===== config.mk =====
export PLATFORM = sky130hd
export DESIGN_NAME = psmc_top
export DESIGN_NICKNAME = d
export VERILOG_FILES = /design/src/include/psmc_pkg.sv /design/src/verilog/psmc_top.sv /design/src/verilog/psmc_stab_counter.sv /design/src/verilog/psmc_wake_filter.sv
export SDC_FILE = /design/constraint.sdc
export NUM_CORES = 1
export LEC_CHECK = 0
export ABC_AREA = 1
export BUFFER_PORTS_ARGS = -buffer_cell sky130_fd_sc_hd__clkbuf_2
export CELL_PAD_IN_SITES_DETAIL_PLACEMENT = 0
export CELL_PAD_IN_SITES_GLOBAL_PLACEMENT = 1
export CORE_MARGIN = 1
export CORE_UTILIZATION = 35
export DETAILED_ROUTE_END_ITERATION = 7
export GPL_ROUTABILITY_DRIVEN = 0
export GPL_TIMING_DRIVEN = 1
export PLACE_DENSITY_LB_ADDON = 0.1
export SLEW_MARGIN = 10
export SYNTH_ARGS = -nofsm -noshare
export SYNTH_HDL_FRONTEND = slang
export SYNTH_SLANG_ARGS = --single-unit

===== constraint.sdc =====
create_clock -name core_clk -period 5.2 [get_ports core_clk]
set_clock_uncertainty 0.05 [all_clocks]
set_input_delay 1.04 -clock core_clk [delete_from_list [all_inputs] [get_ports core_clk]]
set_output_delay 1.04 -clock core_clk [all_outputs]
set_load 0.05 [all_outputs]

===== src/include/psmc_pkg.sv =====
// power-saving mode controller: shared constants and the mode enumeration
// assumes one core clock equal to the cpu clock; no software-visible registers
package psmc_pkg;

  // ************************************************************
  // instruction decode
  // ************************************************************
  localparam logic [7:0] HALT_OPCODE = 8'h8E;
  localparam logic [7:0] WFI_OPCODE  = 8'h8F;   // plain default, set per core

  // ************************************************************
  // interrupt vectors
  // ************************************************************
  localparam int          NUM_IRQ        = 14;
  localparam int          IRQ_IDX_W      = 4;
  localparam int          TIMEBASE_IRQ   = 5;
  // vectors allowed to end halt: ext 0, ext 1, serial, timebase
  localparam logic [13:0] HALT_WAKE_MASK = 14'h002B;
  localparam logic [13:0] NO_IRQ         = 14'h0000;

  // ************************************************************
  // interrupt level bits
  // ************************************************************
  localparam int         LVL_W           = 2;
  localparam logic [1:0] LVL_ALL_ENABLED = 2'h2;
  localparam logic [1:0] LVL_RESET       = 2'h3;

  // ************************************************************
  // oscillator stabilisation
  // ************************************************************
  localparam int STAB_CYCLES = 4096;
  localparam int STAB_CNT_W  = $clog2(STAB_CYCLES);
  localparam logic [STAB_CNT_W-1:0] STAB_LAST = STAB_CNT_W'(STAB_CYCLES - 1);
  localparam logic [STAB_CNT_W-1:0] STAB_ZERO = '0;

  // ************************************************************
  // power modes
  // ************************************************************
  typedef enum logic [2:0] {
    MODE_RUN,
    MODE_WAIT,
    MODE_ACTIVE_HALT,
    MODE_HALT,
    MODE_STABILISE
  } psmc_mode_e;

endpackage : psmc_pkg


===== src/verilog/psmc_top.sv =====
// power-saving mode controller: wait, active-halt and halt entry and exit
// assumes the cpu presents each executed opcode for one cycle with instrValid,
// the cpu stacks the condition code itself and returns the popped level bits
//
// Functional notes
// - wait-for-interrupt stops the cpu; peripherals keep running in wait
// - entering wait forces interrupt-level bits to binary 10
// - wait changes no other register or memory
// - wait ends on any interrupt or reset, then jumps to its routine
// - servicing pushes condition code, sets level to priority, pop restores it
// - halt enters halt if interrupt-enable bit is 0, active-halt if 1
// - active-halt wakes only on timebase, designated interrupts, or reset
// - active-halt interrupt exit skips the 4096-cycle delay; reset exit keeps it
// - entering active-halt forces level 10; pending interrupt wakes at once
// - active-halt keeps only oscillator and timebase clocked
// - with interrupt-enable set, active-halt never causes a watchdog reset
// - halt wakes on designated interrupts or reset, after 4096 cycles
// - entering halt forces level 10; pending interrupt wakes at once
// - halt turns the oscillator off, stopping all internal clocks
// - non-volatile option decides whether halt with watchdog gives reset
// - the decoder recognises byte 0x8E as the halt instruction
`timescale 1ns/1ps
module psmc_top (
  input  wire logic                                  core_clk,
  input  wire logic                                  sys_rst,
  input  wire logic                                  instrValid,
  input  wire logic [7:0]                            instrOpcode,
  input  wire logic                                  oscillator_interrupt_enable,
  input  wire logic                                  watchdog_halt_option,
  input  wire logic                                  watchdogEnabled,
  input  wire logic                                  resetReq,
  input  wire logic [psmc_pkg::NUM_IRQ-1:0]          irqReq,
  input  wire logic [psmc_pkg::NUM_IRQ*psmc_pkg::LVL_W-1:0] irqPriority,
  input  wire logic                                  ccPopValid,
  input  wire logic [psmc_pkg::LVL_W-1:0]            ccPopLevel,
  output psmc_pkg::psmc_mode_e                       modeState,
  output logic                                       cpuClkEn,
  output logic                                       periphClkEn,
  output logic                                       timebaseClkEn,
  output logic                                       oscEnable,
  output logic [psmc_pkg::LVL_W-1:0]                 ccIntLevel,
  output logic                                       ccPush,
  output logic                                       serviceStart,
  output logic [psmc_pkg::IRQ_IDX_W-1:0]             serviceVector,
  output logic                                       fetchResetVector,
  output logic                                       watchdogResetReq
);
  import psmc_pkg::*;

  // ************************************************************
  // internal signals
  // ************************************************************
  psmc_mode_e             mode;
  psmc_mode_e             next_mode;
  logic                   wakeByReset;
  logic                   anyIrq;
  logic                   haltWake;
  logic                   activeHaltWake;
  logic [IRQ_IDX_W-1:0]   topIdx;
  logic                   stabStart;
  logic                   stabBusy;
  logic                   stabDone;
  logic                   isHalt;
  logic                   isWfi;
  logic                   haltWdgReset;
  logic                   goService;
  logic                   goResetFetch;
  logic                   entering;
  logic [NUM_IRQ-1:0]     wakeMask;
  logic [NUM_IRQ-1:0]     wakeReq;

  assign modeState = mode;

  // ************************************************************
  // wake request masking
  // ************************************************************
  // in the halt modes only a legal wake source is serviced first, so an
  // unrelated pending request cannot take the place of the wake-up routine
  always_comb begin
    wakeMask = '1;
    case (mode)
      MODE_ACTIVE_HALT: begin
        wakeMask               = HALT_WAKE_MASK;
        wakeMask[TIMEBASE_IRQ] = 1'b1;
      end
      MODE_HALT, MODE_STABILISE: begin
        wakeMask = HALT_WAKE_MASK;
      end
      default: begin
        wakeMask = '1;
      end
    endcase
  end

  // requests seen by the filter; wait accepts them all
  assign wakeReq = irqReq & wakeMask;

  // ************************************************************
  // wake filter and stabilisation counter
  // ************************************************************
  psmc_wake_filter u_wake (
    .irqReq         (wakeReq),
    .anyIrq         (anyIrq),
    .haltWake       (haltWake),
    .activeHaltWake (activeHaltWake),
    .topIdx         (topIdx)
  );

  psmc_stab_counter u_stab (
    .core_clk (core_clk),
    .sys_rst  (sys_rst),
    .start    (stabStart),
    .busy     (stabBusy),
    .done     (stabDone)
  );

  // ************************************************************
  // instruction decode
  // ************************************************************
  // only opcodes executed in run count
  assign isHalt = (mode == MODE_RUN) && instrValid && (instrOpcode == HALT_OPCODE);
  assign isWfi  = (mode == MODE_RUN) && instrValid && (instrOpcode == WFI_OPCODE);
  // plain halt with a running watchdog that does not tolerate it resets
  assign haltWdgReset = isHalt && !oscillator_interrupt_enable
                        && watchdogEnabled && !watchdog_halt_option;

  // ************************************************************
  // mode sequencing
  // ************************************************************
  // next mode and the wake actions taken on the same edge
  always_comb begin
    next_mode    = mode;
    stabStart    = 1'b0;
    goService    = 1'b0;
    goResetFetch = 1'b0;
    case (mode)
      MODE_RUN: begin
        if (isWfi) begin
          next_mode = MODE_WAIT;
        end else if (isHalt && oscillator_interrupt_enable) begin
          next_mode = MODE_ACTIVE_HALT;
        end else if (isHalt && !haltWdgReset) begin
          next_mode = MODE_HALT;
        end
      end
      MODE_WAIT: begin
        // any interrupt or reset ends wait, straight to the routine
        if (resetReq) begin
          next_mode    = MODE_RUN;
          goResetFetch = 1'b1;
        end else if (anyIrq) begin
          next_mode = MODE_RUN;
          goService = 1'b1;
        end
      end
      MODE_ACTIVE_HALT: begin
        // reset exit pays the delay, interrupt exit does not
        if (resetReq) begin
          next_mode = MODE_STABILISE;
          stabStart = 1'b1;
        end else if (activeHaltWake) begin
          next_mode = MODE_RUN;
          goService = 1'b1;
        end
      end
      MODE_HALT: begin
        // oscillator restarts on any legal wake source
        if (resetReq || haltWake) begin
          next_mode = MODE_STABILISE;
          stabStart = 1'b1;
        end
      end
      MODE_STABILISE: begin
        if (stabDone) begin
          next_mode    = MODE_RUN;
          goResetFetch = wakeByReset;
          goService    = !wakeByReset;
        end
      end
      default: begin
        next_mode = MODE_RUN;
      end
    endcase
  end

  // mode register
  always_ff @(posedge core_clk) begin
    if (sys_rst) begin
      mode <= MODE_RUN;
    end else begin
      mode <= next_mode;
    end
  end

  // remember whether the delay was started by a reset
  always_ff @(posedge core_clk) begin
    if (sys_rst) begin
      wakeByReset <= 1'b0;
    end else if (stabStart) begin
      wakeByReset <= resetReq;
    end
  end

  // ************************************************************
  // clock gating
  // ************************************************************
  // gates follow next_mode so they line up with modeState
  always_ff @(posedge core_clk) begin
    if (sys_rst) begin
      cpuClkEn      <= 1'b1;
      periphClkEn   <= 1'b1;
      timebaseClkEn <= 1'b1;
      oscEnable     <= 1'b1;
    end else begin
      cpuClkEn      <= (next_mode == MODE_RUN);
      periphClkEn   <= (next_mode == MODE_RUN) || (next_mode == MODE_WAIT);
      timebaseClkEn <= (next_mode != MODE_HALT) && (next_mode != MODE_STABILISE);
      oscEnable     <= (next_mode != MODE_HALT);
    end
  end

  // ************************************************************
  // interrupt level bits
  // ************************************************************
  assign entering = (next_mode == MODE_WAIT) || (next_mode == MODE_HALT)
                    || (next_mode == MODE_ACTIVE_HALT);

  // only the level bits are touched; nothing else is altered
  always_ff @(posedge core_clk) begin
    if (sys_rst) begin
      ccIntLevel <= LVL_RESET;
    end else if (goResetFetch) begin
      ccIntLevel <= LVL_RESET;
    end else if (goService) begin
      ccIntLevel <= irqPriority[topIdx*LVL_W +: LVL_W];
    end else if ((mode == MODE_RUN) && entering) begin
      ccIntLevel <= LVL_ALL_ENABLED;
    end else if (ccPopValid) begin
      ccIntLevel <= ccPopLevel;
    end
  end

  // ************************************************************
  // wake actions toward the cpu
  // ************************************************************
  // one-cycle pulses, vector held until the next service
  always_ff @(posedge core_clk) begin
    if (sys_rst) begin
      ccPush           <= 1'b0;
      serviceStart     <= 1'b0;
      fetchResetVector <= 1'b0;
    end else begin
      ccPush           <= goService;
      serviceStart     <= goService;
      fetchResetVector <= goResetFetch;
    end
  end

  // vector of the serviced interrupt
  always_ff @(posedge core_clk) begin
    if (sys_rst) begin
      serviceVector <= '0;
    end else if (goService) begin
      serviceVector <= topIdx;
    end
  end

  // watchdog reset request when halt is not tolerated
  always_ff @(posedge core_clk) begin
    if (sys_rst) begin
      watchdogResetReq <= 1'b0;
    end else begin
      watchdogResetReq <= haltWdgReset;
    end
  end

  // ************************************************************
  // checks
  // ************************************************************
  logic [STAB_CNT_W:0] stabLen;

  // helper: cycles spent in stabilise
  always_ff @(posedge core_clk) begin
    if (sys_rst || (mode != MODE_STABILISE)) begin
      stabLen <= '0;
    end else begin
      stabLen <= stabLen + 1'b1;
    end
  end
endmodule : psmc_top


===== src/verilog/psmc_stab_counter.sv =====
// oscillator stabilisation counter: counts exactly STAB_CYCLES cycles
// assumes start is a one-cycle pulse given while idle
`timescale 1ns/1ps
module psmc_stab_counter (
  input  wire logic core_clk,
  input  wire logic sys_rst,
  input  wire logic start,
  output logic      busy,
  output logic      done
);
  import psmc_pkg::*;

  logic [STAB_CNT_W-1:0] count;

  // busy from the start edge until the last counted cycle
  always_ff @(posedge core_clk) begin
    if (sys_rst) begin
      busy <= 1'b0;
    end else if (start) begin
      busy <= 1'b1;
    end else if (done) begin
      busy <= 1'b0;
    end
  end

  // cycle counter, cleared on start
  always_ff @(posedge core_clk) begin
    if (sys_rst || start) begin
      count <= STAB_ZERO;
    end else if (busy) begin
      count <= count + 1'b1;
    end
  end

  // done marks the last of the STAB_CYCLES busy cycles
  assign done = busy && (count == STAB_LAST);

endmodule : psmc_stab_counter


===== src/verilog/psmc_wake_filter.sv =====
// wake-source filter: per-vector eligibility and lowest-index pending vector
// assumes irqReq are level requests already synchronous to the core clock
`timescale 1ns/1ps
module psmc_wake_filter (
  input  wire logic [psmc_pkg::NUM_IRQ-1:0]   irqReq,
  output logic                                anyIrq,
  output logic                                haltWake,
  output logic                                activeHaltWake,
  output logic [psmc_pkg::IRQ_IDX_W-1:0]      topIdx
);
  import psmc_pkg::*;

  logic [NUM_IRQ-1:0] haltOk;
  logic [NUM_IRQ-1:0] activeOk;

  // per vector: may it end halt, may it end active-halt
  for (genvar i = 0; i < NUM_IRQ; i++) begin : g_vec
    assign haltOk[i]   = irqReq[i] && HALT_WAKE_MASK[i];
    assign activeOk[i] = irqReq[i] && (HALT_WAKE_MASK[i] || (i == TIMEBASE_IRQ));
  end

  assign anyIrq         = |irqReq;
  assign haltWake       = |haltOk;
  assign activeHaltWake = |activeOk;

  // lowest index wins, matching the fixed hardware priority order
  always_comb begin
    topIdx = '0;
    for (int k = NUM_IRQ - 1; k >= 0; k--) begin
      if (irqReq[k]) begin
        topIdx = IRQ_IDX_W'(k);
      end
    end
  end

endmodule : psmc_wake_filter


**Yosys cells after proc, flatten, opt, wreduce, memory -nomap -nowiden**

Cells that the tools add are included.

- Add/sub/neg operators: 1
- Equal/unequal tests: 12
- Shift-type cells: 1
- Muxes and demuxes: 41
- Bitwise logic cells: 1
- Reductions and logical operators: 28

Operators with widths:

| cell | number |
|---|---|
| 4-bit 2-to-1 mux | 14 |
| 28-bit by 6-bit indexed part select with 2-bit output | 1 |
| 3-bit 2-to-1 mux | 9 |
| 8-bit == test (second input constant) | 2 |
| 3-bit one-hot mux with 5 select lines | 1 |
| 14-bit bitwise AND | 1 |
| 14-bit 2-to-1 mux | 1 |
| 14-bit OR reduction | 1 |
| 12-bit by 1-bit adder with 12-bit output (second input constant) | 1 |
| 12-bit == test (second input constant) | 1 |
| 3-bit by 2-bit == test with 1-bit output (second input constant) | 4 |
| 1-bit logical AND | 11 |
| 1-bit 2-to-1 mux | 10 |
| 3-bit by 1-bit == test with 1-bit output (second input constant) | 2 |
| 3-bit logical NOT | 2 |
| 2-bit 2-to-1 mux | 3 |
| 1-bit logical OR | 5 |
| 1-bit logical NOT | 4 |
| 1-bit one-hot mux with 2 select lines | 2 |
| 4-bit OR reduction | 1 |
| 3-bit == test (second input constant) | 1 |
| 3-bit by 2-bit inequality test with 1-bit output (second input constant) | 1 |
| 3-bit inequality test (second input constant) | 1 |
| 1-bit one-hot mux with 3 select lines | 1 |
| 4 further kinds | 4 |

- Register bits: 30
- Input port bits: 60
- Output and inout port bits: 17
- Word-level logic and storage cells: 97

**Depth between registers and ports, before layout**

Gate-level depths: netlist of run 1.

- Depth in word-level cells: 20
- Gate-level depth with buffers: 20
- Mapped depth without buffers: 20

**Cells and area by module**

Synthesis of run 1 repeated with hierarchy kept, for this count alone.

- Cell total of the unflattened synthesis: 328
- Area, all modules: 2070.7 sq um

By module, submodules not included:

| module | times used | cells each | area each (sq um) | sequential area each (sq um) |
|---|---|---|---|---|
| psmc_top | 1 | 189 | 1204.9 | 340.3 |
| psmc_stab_counter | 1 | 98 | 668.1 | 260.2 |
| psmc_wake_filter | 1 | 41 | 197.7 | 0.0 |

**Worst setup path after synthesis of run 1**

OpenSTA, ideal clock, no wires.

- Path type: input-to-reg
- Start: in irqReq[0] in the netlist's numbering
- End: reg ccIntLevel[0] in the netlist's numbering
- Library setup time: 0.112 ns
- Arrival time: 2.279 ns
- Required time: 5.038 ns
- Setup slack: 2.759 ns
- Stages on the path: 16
- Buffers on the path: 0
- Path through: inv_2 nand2_1 nor3_1 nand3_1 nor2_1 nand2_1 nand2_1 nand2_1 nand3_1 nand2_1 nand2_1 nand2_1 nand2_1 inv_1 nand2_1 nand2_1

- Cells in the longest elaborated chain, start to end: 11

Ends and longest elaborated chain:

| item | RTL line | source |
|---|---|---|
| start, declared | psmc_top.sv:32 | `input wire logic [psmc_pkg::NUM_IRQ-1:0] irqReq,` |
| 14-bit bitwise AND (*) | psmc_top.sv:96 | `assign wakeReq = irqReq & wakeMask;` |
| 14-bit OR reduction or 4-bit OR reduction (tied branches) | psmc_wake_filter.sv:22, psmc_wake_filter.sv:23, psmc_wake_filter.sv:24 |  |
| 3-bit 2-to-1 mux, or another cell as far along | psmc_top.sv:151 | `end else if (anyIrq) begin` |
| 3-bit 2-to-1 mux (on tied branches) | psmc_top.sv:148, psmc_top.sv:158, psmc_top.sv:168 |  |
| 3-bit one-hot mux with 5 select lines | psmc_top.sv:136 | `case (mode)` |
| 3-bit by 1-bit == test with 1-bit output or 3-bit by 2-bit == test with 1-bit output (tied branches) | psmc_top.sv:225 | `assign entering = (next_mode == MODE_WAIT) \|\| (next_mode == MODE_HALT)` |
| 1-bit logical OR | psmc_top.sv:225 |  |
| 1-bit logical OR | psmc_top.sv:226 | `\|\| (next_mode == MODE_ACTIVE_HALT);` |
| 1-bit logical AND | psmc_top.sv:236 | `end else if ((mode == MODE_RUN) && entering) begin` |
| 2-bit 2-to-1 mux | psmc_top.sv:236 |  |
| 2-bit 2-to-1 mux | psmc_top.sv:234 | `end else if (goService) begin` |
| end signal, assigned | psmc_top.sv:235 | `ccIntLevel <= irqPriority[topIdx*LVL_W +: LVL_W];` |
| end signal, assigned | psmc_top.sv:239 | `ccIntLevel <= ccPopLevel;` |
| end, declared | psmc_top.sv:41 | `output logic [psmc_pkg::LVL_W-1:0] ccIntLevel,` |

Every way passes the cells marked *; elsewhere a longest branch is shown, timed or not.
A chain may end at the register's enable or synchronous reset.

**Worst setup path in the final report of run 1**

- Start: in irqReq[0] in the netlist's numbering
- End: reg serviceVector[2] in the netlist's numbering

- Cells in the longest elaborated chain, start to end: 5

Ends and longest elaborated chain:

| item | RTL line | source |
|---|---|---|
| 14-bit bitwise AND (*) | psmc_top.sv:96 |  |
| 14-bit OR reduction or 4-bit OR reduction (tied branches) | psmc_wake_filter.sv:22, psmc_wake_filter.sv:24 |  |
| 1-bit 2-to-1 mux (on tied branches) | psmc_top.sv:151, psmc_top.sv:161 |  |
| 1-bit 2-to-1 mux (on tied branches) | psmc_top.sv:148, psmc_top.sv:158 |  |
| 1-bit one-hot mux with 3 select lines | psmc_top.sv:136 |  |
| end signal, assigned | psmc_top.sv:264 | `serviceVector <= topIdx;` |
| end, declared | psmc_top.sv:44 | `output logic [psmc_pkg::IRQ_IDX_W-1:0] serviceVector,` |

Marks and branches as above.

==> results of run 1 <==
==> per-stage QoR <==
| step | setup WS, ns | total power, W | std cells |
|---|---|---|---|
| CTS | 2.56 | 0.000517 | 478 |
| global route | 2.26 | 0.000542 | 478 |
| floorplan | 2.76 | 0.000289 | 326 |
| finish | 2.59 | 0.000513 | 478 |
| detailed placement | 2.25 | 0.000325 | 470 |
| global placement | 2.35 | 0.000325 | 470 |
==> power by group through the flow <==
stage,clock network (W),registers [W],logic [W]
after detailed placement,0,0.000237,0.0000878
after global routing,0.000211,0.000232,0.0000992
after floorplan,0,0.000241,0.0000478
after CTS,0.000197,0.000232,0.0000882
after global placement,0,0.000237,0.0000878
final,0.000194,0.000232,0.0000868
==> area by class of cell <==
class | count | area share, %
timing repair buffer | 76 | 14.8
inverter | 58 | 8.67
clock inverter | 1 | 0.195
clock buffer | 7 | 3.36
multi-input combinational | 234 | 46.1
tap | 72 | 3.51
sequential | 30 | 23.4
==> cells in the final DEF (no fill, tap or decap), types with 3 or more instances in the layout <==
cell      Yosys  layout
o21ai_2       5       5
nand3_1      30      30
nand2_4       3       3
xnor2_1       3       3
clkbuf_8      0       6
nand2_2       4       4
nor3_1       10      10
clkbuf_2      0      76
nor4_1        3       3
dfxtp_1      30      30
inv_1        54      54
a21oi_1      16      16
nor2_1       26      26
o21ai_0       7       7
nand2_1      95      95
nand4_1       5       5
==> state kept, by name, summed over array words and instances (netlist names), 2 cells and up <==
signal	count
serviceVector	4
ccIntLevel	2
u_stab.count	12
modeState	3
==> worst paths after layout <==
check	from	end	depth (start not counted)
min	u_stab.count[1]	u_stab.count[1]	2
min reg2reg	u_stab.count[1]	u_stab.count[1]	2
max	irqReq[0]	serviceVector[2]	11
max reg2reg	modeState[0]	ccIntLevel[1]	19
==> kinds of logic after synthesis <==
group                    Yosys count  share of synthesized area, %
AO/OA/AOI/OAI                     42                          13.9
multiplexers                       1                         0.554
XOR/XNOR                           5                          2.16
buffers and inverters             62                          12.3
adder cells (fa/ha/maj)            1                         0.616
flip-flops                        30                          29.6
AND/OR/NAND/NOR                  185                          40.9
==> critical path, delay by kind of cell <==
family,cells,cell delay (ns)
buffers and inverters,4,0.46
AOI/OAI and AO/OA,3,0.47
and+or+nand+nor,4,0.73
==> metal layers <==
layer,wire (µm),GRT usage [%]
met4,24,3.33
met2,2200,29.7
met1,2510,23.4
met3,332,5.47
met5,0,0
==> results.py, run 1 <==
metrics = {
    "synth": {
        "synthesis.instances": 326,
        "yosys_warnings": 0,
        "seq_area_frac_synth_pct": 29.6,
        "synth_top_area_cell": "dfxtp_1",
        "synth_ff_type": "dfxtp_1",
        "syn-num-nets": 387,
        "async_flop_share_pct": 0,
        "synth.distinct_cells": 37,
        "synth_edf_count": 0,
        "yosysMostFrequentCell": "nand2_1",
        "synth_commonest_cells": "nand2_1 (95), inv_1 (54), dfxtp_1 (30), nand3_1 (30), nor2_1 (26)",
        "yosys.area.top_type_share_pct": 29.6,
        "syn-mean-instance-area_um2": 6.23,
        "synth_seq_cells": 30,
        "netlist_area_mm2": 0.00203,
        "synthTopCellsByArea": "dfxtp_1 (30%), nand2_1 (18%), inv_1 (10%), nand3_1 (7.4%), nor2_1 (4.8%)",
    },
    "floorplanning": {
        "rows": 27,
        "die_y_um": 78.2,
        "core-area_mm2": 0.00554,
        "io_pins": 77,
        "fp.dieW_um": 78.2,
        "start_util_pct": 36.7,
        "dieArea_mm2": 0.00611,
    },
    "setup_path": {
        "worstPathArrival_ns": 2.72,
        "cp_max_fo": 8,
        "cpMostUsedCell": "inv_1",
        "r2r_setup_slack_ns": 3.09,
        "critPathCaptureType": "flip-flop",
        "crit_type": "in -> reg",
        "cp.required_ns": 5.31,
        "slowest_stage": "nor3_1",
        "max_stage_delay_ns": 0.33,
        "crit_chain": "clkbuf_2, inv_2, nand2_1, nor3_1, nand3_1, nor2_1, inv_1, a21oi_2, inv_1, o21ai_0, a21oi_1",
        "critPathLaunchType": "input port",
    },
    "hold_path": {
        "hold_class": "reg -> reg",
    },
    "sta": {
        "slew_headroom_pct": 72.8,
        "clock.fmax_ghz": 0.384,
        "slew_violations": 0,
        "min_period_ns": 2.61,
        "rsz0062_at_grt": "no",
        "fin_setup_tns_ns": 0,
        "setup_violations": 0,
        "fin_crit_sh_pct": 50.1,
        "hold_viol_final": 0,
        "worst_pin_slew_ns": 0.408,
        "whs_ns": 0.438,
    },
    "detailed_routing": {
        "wl_um": 5060,
        "vias_per_cell": 4.58,
        "ant_nets": 0,
        "drt_first_pass_iters": 4,
        "drcViolationCount": 0,
        "vias": 2188,
        "drtIter0Drc": 107,
        "wl_per_cell_um": 10.6,
    },
    "clock_tree": {
        "postCtsHoldBufs": 0,
        "clock_latency_ns": 0.28,
        "cts_root_buffer": "clkbuf_8",
        "tritoncts": "yes",
        "clk_pin_slew_ns": 0.06,
        "cts-resized-gates": 0,
        "cts.sinks": 30,
        "numCtsBuffers": 5,
        "htree_num_levels": 2,
        "post-cts-setup-buffers": 0,
        "clock_path_buffers": 2,
    },
    "cells_and_area": {
        "area_growth_pct": 26.4,
        "n_fill_cell": 629,
        "drive_above_1_share_pct": 26.8,
        "final_core_util_pct": 46.3,
        "multi_input_area_mm2": 0.00118,
        "n_antenna_cell": 0,
        "finalNetCount": 466,
        "finalInstanceArea_mm2": 0.00257,
        "register_area_um2": 601,
    },
    "power": {
        "clkPwrFrac_pct": 37.9,
        "pwr-share-seq_pct": 45.2,
        "p_leak_nw": 1.33,
        "power_density_mw_per_mm2": 200,
        "power.share.switching_pct": 27.1,
        "ir_drop_v": 0.000152,
        "cell_internal_pwr_w": 0.000374,
        "power_switching_w": 0.000139,
        "comb_power_share_pct": 16.9,
    },
    "grt": {
        "grt_overflow": 0,
        "antenna_found_initial": 0,
        "grt_pass1_wl_um": 8950,
        "track_usage_pct": 18.1,
        "grt_max_degree": 15,
        "grt_pass1_vias": 2092,
    },
    "placed_design": {
        "port-buffer-count": 76,
        "post_dp_cell_area_mm2": 0.00248,
        "hpwl_um": 4100,
    },
    "flow_run": {
        "max-cap-violations": 0,
    },
    "run_status": {
        "status": "complete, no violations",
    },
}
Power figures use the tool's default switching activity.
==> run 2, diff against run 1 <==
Settings changed: ABC_AREA 1 to 0, CORE_UTILIZATION 35 to 31.
Clock period 5.2 ns to 2.3 ns, I/O delays scaled along.
==> run 2 against run 1 <==
Global-route usage shrank 2.2 points. Non-clock buffer count grew 32. Count of clock-buffer cells in the layout is the same. Clock power grew 130%. Wire length shrank 9.0%. Core utilization grew 0.22 points. Final area grew 1.7%. First-iteration DRC count shrank 64%. Synthesized cell count shrank 34%. Die area grew 1.5%. Combinational power grew 120%. Sequential power grew 120%. Largest power group unchanged.
==> results.py, run 2 <==
metrics = {
    "setup_path": {
        "critPathCaptureType": "flip-flop",
        "rr_worst_depth": 8,
        "reg2reg_from": "modeState[2]",
        "worstPathArrival_ns": 2.31,
        "max_stage_delay_ns": 0.42,
        "crit_type": "reg -> reg",
        "reg2reg_to": "ccIntLevel[1]",
        "cp.required_ns": 2.41,
        "cp_max_fo": 4,
        "r2r_setup_slack_ns": 0.10,
        "critPathLaunchType": "flip-flop",
        "slowest_stage": "or3b_4",
        "crit_chain": "or3b_4, nand4b_1, a31oi_2, a21oi_4, buf_6, mux2_2, o31ai_1, o311ai_1",
    },
    "synth": {
        "async_flop_share_pct": 0,
        "synth_edf_count": 0,
        "synth_seq_cells": 30,
        "synthesis.instances": 215,
        "synth_fa_ha_area_share_pct": 0.684,
        "synthTopCellsByArea": "dfxtp_1 (33%), mux2i_1 (10%), nor2_1 (8.2%), xnor2_1 (2.9%), xor2_1 (2.9%)",
        "synth_compound_area_share_pct": 15.1,
        "yosys.area.top_type_share_pct": 32.9,
        "syn-mean-instance-area_um2": 8.50,
        "synth_ff_type": "dfxtp_1",
        "synth_top_family_by_area": "simple AND/OR/NAND/NOR gates",
        "netlist_area_mm2": 0.00183,
        "synth_top_area_cell": "dfxtp_1",
        "seq_area_frac_synth_pct": 32.9,
        "syn-num-nets": 276,
        "synth.distinct_cells": 54,
        "yosys.area_share.simple_pct": 28.7,
        "synth_xor_area_share_pct": 5.75,
        "yosys_warnings": 0,
        "yosysMostFrequentCell": "nor2_1",
        "synth.mux.area_fraction_pct": 12.9,
        "synth_commonest_cells": "nor2_1 (40), dfxtp_1 (30), mux2i_1 (19), nand2_1 (12)",
    },
    "hold_path": {
        "min_to": "watchdogResetReq",
        "whs_path_depth": 3,
        "hold_class": "in -> reg",
        "worstHoldStart": "instrOpcode[0]",
    },
    "grt": {
        "antenna_found_initial": 0,
        "track_usage_pct": 15.9,
        "grt_pass1_vias": 1756,
        "grt_max_degree": 13,
        "grt_overflow": 0,
        "grt_pass1_wl_um": 7760,
    },
    "cells_and_area": {
        "finalNetCount": 384,
        "final_common_cell": "clkbuf_2",
        "drive_above_1_share_pct": 41.7,
        "final_cell_mix": "clkbuf_2 (76), nor2_1 (40), buf_4 (30)",
        "n_fill_cell": 601,
        "area_growth_pct": 42.8,
        "largest_reg_flops": 12,
        "regMostFlops": "u_stab.count",
        "final_core_util_pct": 46.6,
        "n_antenna_cell": 0,
    },
    "sta": {
        "hold_viol_final": 0,
        "min_period_ns": 2.20,
        "rsz0062_at_grt": "no",
        "slew_violations": 0,
        "worst_pin_slew_ns": 0.595,
        "clock.fmax_ghz": 0.455,
        "setup_violations": 0,
        "whs_ns": 0.414,
        "slew_headroom_pct": 60.0,
        "fin_crit_sh_pct": 95.6,
    },
    "floorplanning": {
        "dieArea_mm2": 0.00621,
        "io_pins": 77,
        "start_util_pct": 32.6,
        "die_y_um": 78.8,
        "core-area_mm2": 0.00561,
        "rows": 27,
        "fp.dieW_um": 78.8,
    },
    "flow_run": {
        "max-cap-violations": 0,
    },
    "detailed_routing": {
        "drtIter0Drc": 39,
        "drt_first_pass_iters": 4,
        "ant_nets": 0,
        "vias": 1838,
        "vias_per_cell": 4.64,
        "wl_um": 4610,
        "drcViolationCount": 0,
        "wl_per_cell_um": 11.6,
    },
    "clock_tree": {
        "clock_path_buffers": 2,
        "cts_root_buffer": "clkbuf_8",
        "tritoncts": "yes",
        "numCtsBuffers": 5,
        "clock_latency_ns": 0.28,
        "cts.sinks": 30,
        "htree_num_levels": 2,
        "clk_pin_slew_ns": 0.07,
    },
    "run_status": {
        "status": "complete, no violations",
    },
    "placed_design": {
        "port-buffer-count": 76,
        "hpwl_um": 3770,
    },
    "power": {
        "p_leak_nw": 1.18,
        "power_density_mw_per_mm2": 439,
        "power_w": 0.00115,
        "cell_internal_pwr_w": 0.000860,
        "pwr-share-seq_pct": 45.4,
        "clkPwrFrac_pct": 38.2,
        "comb_power_share_pct": 16.4,
        "power.share.switching_pct": 25.0,
        "power_switching_w": 0.000286,
        "ir_drop_v": 0.000293,
    },
}
## run 2: final cells by class
cell class                 count  area, µm²  area share [%]
inverter                       4       15.0           0.575
sequential                    30        609            23.3
timing repair buffer         108        628            24.1
clock inverter                 1       5.00           0.192
tap                           72       90.1            3.45
multi-input combinational    174       1180            45.1
clock buffer                   7       86.3            3.31
## run 2: what timing repair did
| item | in CTS | in global routing |
|---|---|---|
| resized for setup | 0 | 3 |
| setup buffers | 1 | 0 |
| hold buffers | 0 | 0 |
| pin swaps | 1 | 3 |
| endpoints found under the setup margin | 1 | 4 |
| gates cloned | 0 | 0 |
## run 2: power by group through the flow
stage	Sequential, W	Clock, W	Combinational, W
floorplan	0.000541	0	0.0000882
global placement	0.000532	0	0.000186
detailed placement	0.000532	0	0.000186
CTS	0.000521	0.000457	0.000188
global route	0.000520	0.000480	0.000206
finish	0.000521	0.000438	0.000188
## run 2: worst max-delay path by stage
stage	startpoint	end	slack, ns
final	modeState[2]	ccIntLevel[1]	0.10
after global routing	u_stab.count[1]	serviceVector[1]	0.002
after CTS	modeState[2]	ccIntLevel[0]	0.03
after detailed placement	irqReq[13]	ccIntLevel[0]	-0.13
after global placement	irqReq[13]	ccIntLevel[0]	-0.13
after floorplan	irqReq[10]	ccIntLevel[0]	-0.005
## run 2: critical path: cells and delay by family (launching register included)
family | cells | cell delay, ns
AO/OA/AOI/OAI | 4 | 0.66
buffers and inverters | 1 | 0.15
AND/OR/NAND/NOR | 2 | 0.54
flip-flops | 1 | 0.35
multiplexers | 1 | 0.34
## run 2: through the flow
step	setup TNS, ns	instance area [µm²]	cells	setup slack, ns
floorplan	-0.00482	1860	215	-0.00482
CTS	0	2590	396	0.0270
detailed placement	-0.261	2500	387	-0.131
global route	0	2610	396	0.00235
finish	0	2610	396	0.102
global placement	-0.252	2500	387	-0.130
## run 2: cell families after synthesis
kind of cell / after synthesis
AO/OA/AOI/OAI: 36
XOR/XNOR: 12
adder cells (fa/ha/maj): 1
buffers and inverters: 11
flip-flops: 30
multiplexers: 23
AND/OR/NAND/NOR: 102
## run 2: layer usage
metal,track usage [%],wire (µm)
met4,4.63,34
met2,26.0,1990
met1,20.7,2320
met5,0,0
met3,3.45,258
==> run 3, diff against run 2 <==
Settings changed: PLACE_DENSITY set to 0.82, PLACE_DENSITY_LB_ADDON 0.1 to not set.
==> run 3 against run 2 <==
Power fell by 2.7%. Via count rose by 1.5%. Setup slack got worse by 0.024 ns. Hold slack improved by 0.020 ns. Non-clock buffer count fell by 4. Largest power group unchanged.
==> results.py, run 3 (synthesized netlist as in run 2, its figures left out) <==
metrics = {
    "grt": {
        "track_usage_pct": 15.1,
        "grt_pass1_wl_um": 7480,
        "grt_max_degree": 13,
        "antenna_found_initial": 0,
        "grt_overflow": 0,
        "grt_pass1_vias": 1838,
    },
    "placed_design": {
        "hpwl_um": 3780,
        "post_dp_cell_area_mm2": 0.00246,
        "port-buffer-count": 76,
    },
    "sta": {
        "rsz0062_at_grt": "yes",
        "slew_violations": 0,
        "whs_ns": 0.433,
        "fin_setup_tns_ns": 0,
        "fin_crit_sh_pct": 96.6,
        "hold_viol_final": 0,
        "clock.fmax_ghz": 0.450,
        "setup_violations": 0,
        "worst_pin_slew_ns": 0.669,
        "min_period_ns": 2.22,
        "slew_headroom_pct": 55.1,
    },
    "setup_path": {
        "crit_family": "compound AO/OA/AOI/OAI gates",
        "max_stage_delay_ns": 0.42,
        "cp_max_fo": 7,
        "critPathCaptureType": "flip-flop",
        "slowest_stage": "or3b_4",
        "critPathLaunchType": "flip-flop",
        "crit_chain": "or3b_4, nand4b_1, a31oi_4, a21oi_4, buf_12, mux2_4, a31o_1, a211oi_2, o21ai_1",
        "crit_type": "reg -> reg",
        "worstPathArrival_ns": 2.34,
        "cp.required_ns": 2.41,
        "cp_num_buf_inv": 1,
    },
    "floorplanning": {
        "start_util_pct": 32.6,
        "core-area_mm2": 0.00561,
        "io_pins": 77,
        "fp.dieW_um": 78.8,
        "dieArea_mm2": 0.00621,
        "rows": 27,
        "die_y_um": 78.8,
    },
    "detailed_routing": {
        "vias_per_cell": 4.76,
        "ant_nets": 0,
        "wl_um": 4630,
        "drt_first_pass_iters": 4,
        "wl_per_cell_um": 11.8,
        "vias": 1866,
        "drtIter0Drc": 66,
        "drcViolationCount": 0,
    },
    "clock_tree": {
        "tritoncts": "yes",
        "postCtsHoldBufs": 0,
        "clk_pin_slew_ns": 0.06,
        "numCtsBuffers": 5,
        "cts_root_buffer": "clkbuf_8",
        "cts.sinks": 30,
        "htree_num_levels": 2,
        "clock_latency_ns": 0.27,
        "clock_path_buffers": 2,
    },
    "cells_and_area": {
        "final_cell_mix": "clkbuf_2 (76), nor2_1 (40), buf_4 (26)",
        "n_antenna_cell": 0,
        "finalNetCount": 380,
        "finalInstanceArea_mm2": 0.00261,
        "n_fill_cell": 565,
        "final_common_cell": "clkbuf_2",
        "regMostFlops": "u_stab.count",
        "drive_above_1_share_pct": 42.5,
        "largest_reg_flops": 12,
        "area_growth_pct": 42.8,
    },
    "run_status": {
        "status": "complete, no violations",
    },
    "power": {
        "power_density_mw_per_mm2": 427,
        "p_leak_nw": 1.16,
        "ir_drop_v": 0.000258,
    },
    "hold_path": {
        "hold_class": "in -> reg",
    },
    "flow_run": {
        "max-cap-violations": 0,
    },
}
[run 3: cell count changes in the layout (fill, tap and decap cells not counted), sizes merged]
cell and delta:
clkinvlp +1, buf -4, clkinv +1, clkbuf -2
[run 3: cell type report]
cell class | count | area [µm²] | share of cell area [%]
Clock buffer | 5 | 68.8 | 2.64
Clock inverter | 3 | 16.3 | 0.623
Inverter | 4 | 15.0 | 0.575
Multi-Input combinational cell | 174 | 1200 | 45.9
Sequential cell | 30 | 612 | 23.4
Tap cell | 72 | 90.1 | 3.45
Timing Repair Buffer | 104 | 611 | 23.4
[run 3: layer usage]
metal,global-route usage [%],vias to the layer above,wire (µm)
li1,-,970,-
met1,18.5,854,2100
met2,26.5,38,2270
met3,2.41,4,189
met4,5.56,0,57
met5,0,-,0
[run 3: final timing paths]
path / end / slack, ns / cells past startpoint / start
max: ccIntLevel[0] / 0.08 / 9 / modeState[2]
min: watchdogResetReq / 0.43 / 3 / instrOpcode[0]
max reg2reg: ccIntLevel[0] / 0.08 / 9 / modeState[2]
min reg2reg: serviceVector[1] / 0.45 / 2 / serviceVector[1]
[run 3: timing repair]
action,in CTS,in global routing
gates resized for setup,0,9
buffers inserted,0,2
endpoints found under the setup margin,0,6
endpoints found under the hold margin,0,0
[run 3: metrics by stage]
step           setup slack (ns)  utilization, %  std cells  power (W)
3_3_place_gp             -0.140            43.8        382   0.000715
3_5_place_dp             -0.184            43.8        382   0.000716
5_1_grt                 -0.0520            46.6        392    0.00117
6_report                 0.0781            46.6        392    0.00112
4_1_cts                  0.0109            45.4        390    0.00111
2_1_floorplan          -0.00482               -        215   0.000629
[run 3: power by group]
| group | total (W) | leakage [nW] | internal (W) | switching, W |
|---|---|---|---|---|
| registers | 0.000521 | 0.245 | 0.000520 | 0.00000161 |
| clock network | 0.000397 | 0.0416 | 0.000206 | 0.000191 |
| logic | 0.000197 | 0.876 | 0.000106 | 0.0000907 |
[run 3: worst min-delay path: cells and delay by family]
kind | cells | cell delay (ns)
and+or+nand+nor | 2 | 0.16
buffers and inverters | 1 | 0.09
